[src/logic/led_scan_regs.svh]
`ifndef LED_SCAN_REGS_SVH
`define LED_SCAN_REGS_SVH

// ****************************************************************
// register offsets and reset values
// ****************************************************************
`define ADDR_BRIGHT_LO 8'h01
`define ADDR_BRIGHT_HI 8'h02
`define ADDR_SCAN_LIM 8'h03
`define ADDR_TEST_SEL 8'h07
`define REG_RESET 8'h00
`define UNMAPPED_READ 8'h00

// ****************************************************************
// field positions
// ****************************************************************
`define LIM_BIT 0
`define TEST_BIT 0
`define EVEN_NIB_LSB 0
`define ODD_NIB_LSB 4

// ****************************************************************
// timing
// ****************************************************************
`define CLK_PERIOD_NS 50
`define CLK_KHZ 20000
`define PWM_STEP_NS 200
`define STEP_CYCLES ((`PWM_STEP_NS + `CLK_PERIOD_NS - 1) / `CLK_PERIOD_NS)
`define STEPS_LAST 4'hF
`define CODE_TOP 4'hF
`define CODE_CAPPED 4'hE
`define TEST_CODE 4'h6
`define TEST_SLOT_LAST 3'h7
`define BLINK_FAST_PERIOD_MS 1000
`define BLINK_SLOW_PERIOD_MS 2000
`define BLINK_HALF_CYCLES (`CLK_KHZ * `BLINK_FAST_PERIOD_MS / 2)

`endif

[src/logic/led_scan_pkg.sv]
package led_scan_pkg;

  // ****************************************************************
  // scan modes
  // ****************************************************************
  typedef enum logic [2:0] {
    MODE_PAIR0 = 3'b001,
    MODE_BOTH = 3'b010,
    MODE_TEST = 3'b100
  } scan_mode_t;

  // ****************************************************************
  // whole state of the block
  // ****************************************************************
  typedef struct packed {
    logic [7:0] bright_lo;
    logic [7:0] bright_hi;
    logic [7:0] scan_lim;
    logic [7:0] test_sel;
    logic [7:0] rd_data;
    logic [7:0] cur_lo;
    logic [7:0] cur_hi;
    scan_mode_t mode;
    logic [2:0] slot;
    logic [3:0] step;
    logic [7:0] tick;
    logic [3:0] digit_on;
    logic [23:0] blink_cnt;
    logic blink_fast;
    logic blink_slow;
    logic blink_out;
  } scan_state_t;

endpackage : led_scan_pkg

[src/logic/led_scan_core.sv]
`timescale 1ns/1ps
`include "led_scan_regs.svh"

module led_scan_core import led_scan_pkg::*; #(
  parameter int BLINK_HALF_CYCLES = `BLINK_HALF_CYCLES
) (
  // clock and reset
  input wire logic clock,
  input wire logic rst,
  // register writes from the serial front end
  input wire logic wr_stb,
  input wire logic [7:0] wr_addr,
  input wire logic [7:0] wr_data,
  // register reads
  input wire logic [7:0] rd_addr,
  output logic [7:0] rd_data,
  // levels from the shutdown and blink control registers
  input wire logic shutdown,
  input wire logic blink_fast_sel,
  // display drive
  output logic [3:0] digit_on,
  output logic [2:0] scan_slot,
  output logic test_active,
  output logic blink_clk
);

  // ****************************************************************
  // constants at the width of what they meet
  // ****************************************************************
  localparam logic [7:0] TICK_LAST = 8'(`STEP_CYCLES - 1);
  localparam logic [23:0] BLINK_LAST = 24'(BLINK_HALF_CYCLES - 1);

  scan_state_t q;
  scan_state_t n;
  logic [3:0] dig_lit;
  logic tick_end;
  logic boundary;
  scan_mode_t mode_next;

  // ****************************************************************
  // duty helpers
  // ****************************************************************

  // code 15 is held to 14 so the last step of a phase always stays dark
  function automatic logic [3:0] eff_code(input logic [3:0] code);
    eff_code = (code == `CODE_TOP) ? `CODE_CAPPED : code;
  endfunction : eff_code

  // pick the nibble that feeds digit d from the latched brightness pair
  function automatic logic [3:0] nib_of(input logic [7:0] lo,
                                        input logic [7:0] hi,
                                        input int d);
    logic [7:0] src;
    src = (d >= 2) ? hi : lo;
    if (d % 2 == 0) begin
      nib_of = src[`EVEN_NIB_LSB +: 4];
    end else begin
      nib_of = src[`ODD_NIB_LSB +: 4];
    end
  endfunction : nib_of

  // ****************************************************************
  // per-digit pulse-width modulators
  // ****************************************************************

  // each digit compares the shared step count to its own code; a digit
  // lights only while its pair owns the current slot
  for (genvar d = 0; d < 4; d++) begin : g_pwm
    logic pair_owns;
    logic [3:0] code;
    // digits 0 and 1 own slot bit 0 clear, digits 2 and 3 own it set
    assign pair_owns = (q.slot[0] == (d >= 2));
    assign code = (q.mode == MODE_TEST) ? `TEST_CODE
                : eff_code(nib_of(q.cur_lo, q.cur_hi, d));
    // test overrides shutdown; otherwise shutdown blanks the digit
    assign dig_lit[d] = pair_owns
                      && (q.step <= code)
                      && ((q.mode == MODE_TEST) || !shutdown);
  end

  // ****************************************************************
  // scan timing
  // ****************************************************************

  // a phase is sixteen steps; the boundary is the last tick of step 15
  assign tick_end = (q.tick == TICK_LAST);
  assign boundary = tick_end && (q.step == `STEPS_LAST);

  // mode for the next phase, taken from the registers as they stand
  always_comb begin
    if (q.test_sel[`TEST_BIT]) begin
      mode_next = MODE_TEST;
    end else if (q.scan_lim[`LIM_BIT]) begin
      mode_next = MODE_BOTH;
    end else begin
      mode_next = MODE_PAIR0;
    end
  end

  // ****************************************************************
  // next state
  // ****************************************************************
  always_comb begin
    n = q;

    // step and tick counters
    if (tick_end) begin
      n.tick = 8'h00;
      n.step = q.step + 4'h1;
    end else begin
      n.tick = q.tick + 8'h01;
    end

    // settings move into the working copy only between phases, so no
    // register write ever cuts a digit's pulse short; shutdown still can
    if (boundary) begin
      n.mode = mode_next;
      n.cur_lo = q.bright_lo;
      n.cur_hi = q.bright_hi;
      unique case (mode_next)
        MODE_TEST: begin
          // eight slots; slot bit 0 still picks the pair
          n.slot = (q.slot == `TEST_SLOT_LAST) ? 3'h0
                 : q.slot + 3'h1;
        end
        MODE_BOTH: begin
          n.slot = {2'b00, ~q.slot[0]};
        end
        MODE_PAIR0: begin
          n.slot = 3'h0;
        end
      endcase
    end

    // register writes; test mode reads these but never alters them
    if (wr_stb) begin
      unique case (wr_addr)
        `ADDR_BRIGHT_LO: n.bright_lo = wr_data;
        `ADDR_BRIGHT_HI: n.bright_hi = wr_data;
        `ADDR_SCAN_LIM: n.scan_lim = wr_data;
        `ADDR_TEST_SEL: n.test_sel = wr_data;
        default: begin
        end
      endcase
    end

    // register reads answer one cycle after the address is presented
    unique case (rd_addr)
      `ADDR_BRIGHT_LO: n.rd_data = q.bright_lo;
      `ADDR_BRIGHT_HI: n.rd_data = q.bright_hi;
      `ADDR_SCAN_LIM: n.rd_data = q.scan_lim;
      `ADDR_TEST_SEL: n.rd_data = q.test_sel;
      default: n.rd_data = `UNMAPPED_READ;
    endcase

    // drive lags the counters by one cycle, which keeps duty exact
    n.digit_on = dig_lit;

    // blink divider: fast toggles every half second, slow divides fast
    if (q.blink_cnt == BLINK_LAST) begin
      n.blink_cnt = 24'h00_0000;
      n.blink_fast = ~q.blink_fast;
      if (q.blink_fast) begin
        n.blink_slow = ~q.blink_slow;
      end
    end else begin
      n.blink_cnt = q.blink_cnt + 24'h00_0001;
    end
    n.blink_out = blink_fast_sel ? q.blink_fast : q.blink_slow;
  end

  // ****************************************************************
  // state register
  // ****************************************************************
  always_ff @(posedge clock) begin
    if (rst) begin
      q.bright_lo <= `REG_RESET;
      q.bright_hi <= `REG_RESET;
      q.scan_lim <= `REG_RESET;
      q.test_sel <= `REG_RESET;
      q.rd_data <= `UNMAPPED_READ;
      q.cur_lo <= `REG_RESET;
      q.cur_hi <= `REG_RESET;
      q.mode <= MODE_PAIR0;
      q.slot <= 3'h0;
      q.step <= 4'h0;
      q.tick <= 8'h00;
      q.digit_on <= 4'h0;
      q.blink_cnt <= 24'h00_0000;
      q.blink_fast <= 1'b0;
      q.blink_slow <= 1'b0;
      q.blink_out <= 1'b0;
    end else begin
      q <= n;
    end
  end

  // ****************************************************************
  // outputs, all straight from the state register
  // ****************************************************************
  assign rd_data = q.rd_data;
  assign digit_on = q.digit_on;
  assign scan_slot = q.slot;
  assign test_active = q.mode[2]; // one-hot bit of the test mode
  assign blink_clk = q.blink_out;

endmodule : led_scan_core

[config.mk]
export PLATFORM = sky130hd
export DESIGN_NAME = led_scan_core
export DESIGN_NICKNAME = d
export VERILOG_FILES = /design/src/logic/led_scan_pkg.sv /design/src/logic/led_scan_core.sv
export VERILOG_INCLUDE_DIRS = /design/src /design/src/logic
export SDC_FILE = /design/constraint.sdc
export NUM_CORES = 1
export LEC_CHECK = 0
export ABC_AREA = 0
export CAP_MARGIN = 20
export CORE_ASPECT_RATIO = 0.7
export CORE_MARGIN = 2
export CORE_UTILIZATION = 38
export DETAILED_ROUTE_END_ITERATION = 6
export DONT_BUFFER_PORTS = 1
export GPL_ROUTABILITY_DRIVEN = 0
export PLACE_DENSITY = 0.63
export SYNTH_ARGS = -nofsm -noshare
export SYNTH_HDL_FRONTEND = slang
export SYNTH_SLANG_ARGS = --single-unit
[constraint.sdc]
create_clock -name clock -period 3.2 [get_ports clock]
set_input_delay 0.16 -clock clock [delete_from_list [all_inputs] [get_ports clock]]
set_output_delay 0.16 -clock clock [all_outputs]
set_load 0.005 [all_outputs]
==> run_results.csv <==
group,metric,value,unit
critical_path,worst_path_max_delay_cell,"nand3_1",
layout,num_antenna_cells,0,
layout,fin_nets,572,
timing,finClkSkew,0.00734,ns
pwr,ir_drop,0.257,mV
synthesis,ys_ff_latch,105,
critical_path,r2r_cells,6,
timing,setup_slack,0.954,ns
critical_path,path_cells,"ha_1, nor4b_2, nand3_1, buf_4, mux2i_1, nor2_1",
drt,vias,3670,
die,dieArea,13800,um^2
drt,drtIter0Drc,218,
synthesis,syn_avg_cell_area,9.16,um^2
global_routing,first_global_vias,3507,
critical_path,startpoint,"q[31]",
clocking,clock_path_buffers,2,
place,post-place-ws,0.989,ns
critical_path,cp-start-kind,"flop",
clocking,cts.sinks,105,
run,maxCapViolations,0,
synthesis,synthCells,535,
critical_path,path_delay_family,"simple AND/OR/NAND/NOR gates",
timing,worst_hold_slack,0.0245,ns
critical_path,path_buf_inv,1,
global_routing,grt_max_degree,64,
synthesis,ys.flop_type,"dfxtp_1",
die,core_area,12500,um^2
critical_path,critPathCapture,"q[56]",
timing,fmax,445,MHz
clocking,postCtsResizedCells,0,
timing,fin_crit,2.25,ns
layout,post-route-util,42.8,%
critical_path,worstSetupPathType,"reg -> reg",
critical_path,critPathMaxFanout,17,
drt,postRouteWirelength,10500,um
die,initial_core_util,39.2,%
die,chipWidth,140,um
drt,drc_errors,0,
critical_path,arrival,2.48,ns
synthesis,synth-edff-count,0,
critical_path,worst_path_largest_cell_delay,0.43,ns
global_routing,grt_pass1_wl,17700,um
timing,worst_slew_pin_slew,0.891,ns
critical_path,endpoint_kind,"flop",
die,die_h,99.0,um
clocking,h-tree-depth,3,
outcome,status,"completed",
timing,hold_violations,0,
clocking,numCtsBuffers,9,
synthesis,synth_area,4900,um^2
drt,viasPerCell,5.33,
global_routing,grt.total_usage,15.8,%
critical_path,worstReg2RegEnd,"q[56]",
timing,slew_violations,0,
place,dp_hpwl,7490,um
synthesis,synth_fp_nets,585,
global_routing,antenna_found_initial,0,
drt,post_drt_wl_per_cell,15.3,um
clocking,cts.clk_slew.worst_paths,0.07,ns
timing,rsz0062_at_grt,"no",
clocking,root_buffer,"clkbuf_16",
synthesis,yosysWarnings,0,
die,io_pins,46,
clocking,clk_latency,0.35,ns
critical_path,r2r_setup_slack,0.95,ns
drt,drtPass1Iterations,4,
timing,setup-violations-final,0,
synthesis,seq_area_frac_synth,42.9,%
min_path,hold_path_class,"in -> reg",
drt,final_antenna_net_count,0,
layout,drive_above_1_share,6.64,%
critical_path,cp.depth,6,
timing,fin_crit_sh,70.2,%
clocking,cts_tree,"done",
timing,finalSetupTns,0,ns
timing,max-slew-margin-rel,40.2,%
critical_path,rr_startpoint,"q[31]",
synthesis,postSynth.asyncResetShare,0,%
die,rows,34,
pwr,power.static_leakage,2.08,nW
global_routing,grt.overflow.total,0,
critical_path,worstPathRequired,3.43,ns
pwr,cellPowerDensity,479,nW/um^2
clocking,holdBufCountCts,10,
layout,syn_to_final_growth,9.24,%
clocking,cts_setup_buffers,0,
synthesis,yosysUniqueCellTypes,49,
place,io_buffers,0,
-- worst register-to-register path, cell delays in order (launching register included) --
cell     delay, ns
dfxtp_1       0.39
ha_1          0.24
nor4b_2       0.41
nand3_1       0.43
buf_4         0.37
mux2i_1       0.21
nor2_1        0.06
-- flip-flops by register name, summed over array words and instances, names as in the netlist --
name,cells
blink_clk,1
test_active,1
q,88
rd_data,8
digit_on,4
scan_slot,3
-- final cells by class --
class / instances / area [um^2]
Fill cell: 1218 / 7150
Multi-Input combinational cell: 384 / 2560
Tap cell: 162 / 203
Timing Repair Buffer: 13 / 140
Clock inverter: 5 / 61.3
Sequential cell: 105 / 2100
Clock buffer: 11 / 253
Inverter: 9 / 33.8
-- per-stage QoR --
step                power, mW  std cells  area (um^2)
finish                   2.57        689         5350
global route             2.66        689         5350
CTS                      2.59        689         5350
detailed placement       1.42        663         4920
global placement         1.41        663         4920
floorplan                1.42        535         4900
-- power by group --
part,internal (mW),switching (mW),leakage [nW]
logic,0.0350,0.0535,1.07
registers,1.32,0.0104,0.847
clock network,0.655,0.495,0.157
-- cells in the final DEF (no fill, tap or decap), drive strengths merged, types with 2 or more instances in the layout --
cell and instances:
dfxtp 105, nor2 102, mux2i 50, nand2 25, a21oi 22, nand3 21
ha 21, nand4 13, xor2 12, o21ai 11, clkbuf 11, xnor2 10
mux2 10, inv 10, and3 9, dlygate4sd3 9, nor3 9, a22o 8
a22oi 8, or4 7, nor4 6, nand2b 5, nor2b 5, and4 5
or3 4, o31ai 4, buf 4, or2 3, nor4b 3, clkinv 3
and2 2, or3b 2
-- worst min path at each step --
stage	start	to	cells past startpoint
global placement	rst	q[9]	1
CTS	rst	q[25]	2
detailed placement	rst	blink_clk	1
finish	rst	q[25]	2
floorplan	wr_data[3]	q[100]	2
global route	rst	digit_on[3]	3
-- cells by family (layout without fill, tap and decap cells) --
family          count (synthesis)  after routing  share of synthesized area [%]
simple gates                  224            224                           23.1
flops                         105            105                           42.9
mux                            60             60                           12.5
compound gates                 56             56                           7.10
buf+inv                        46             38                           4.85
fa+ha+maj                      22             22                           5.57
xor+xnor                       22             22                           3.93
-- per-layer routing --
layer / global-route usage [%] / share of wire, % / up-vias
met5: 0 / 0 / -
met4: 4.62 / 1.1 / 0
met1: 22.3 / 50 / 1746
li1: - / - / 1837
met3: 3.79 / 4.9 / 11
met2: 24.2 / 44 / 76
-- synth_stat cells (all sizes together), types with 2 or more instances --
cell type	n	area share, %
a21oi	22	2.2
a22o	8	1.4
a22oi	8	1.2
and2	2	0.26
and3	9	1.1
and4	5	0.89
buf	20	2.9
clkbuf	17	1.3
dfxtp	105	43
ha	21	5.4
inv	8	0.61
mux2	10	2.3
mux2i	50	10
nand2	25	1.9
nand2b	5	0.64
nand3	21	2.1
nand4	13	1.7
nor2	102	7.8
nor2b	5	0.64
nor3	9	1.4
nor4	6	1.1
nor4b	3	0.66
o21ai	11	1.1
o31ai	4	0.61
or2	3	0.38
or3	4	0.51
or3b	2	0.36
or4	7	1.1
xnor2	10	1.8
xor2	12	2.1
(Power assumes the default switching activity.)
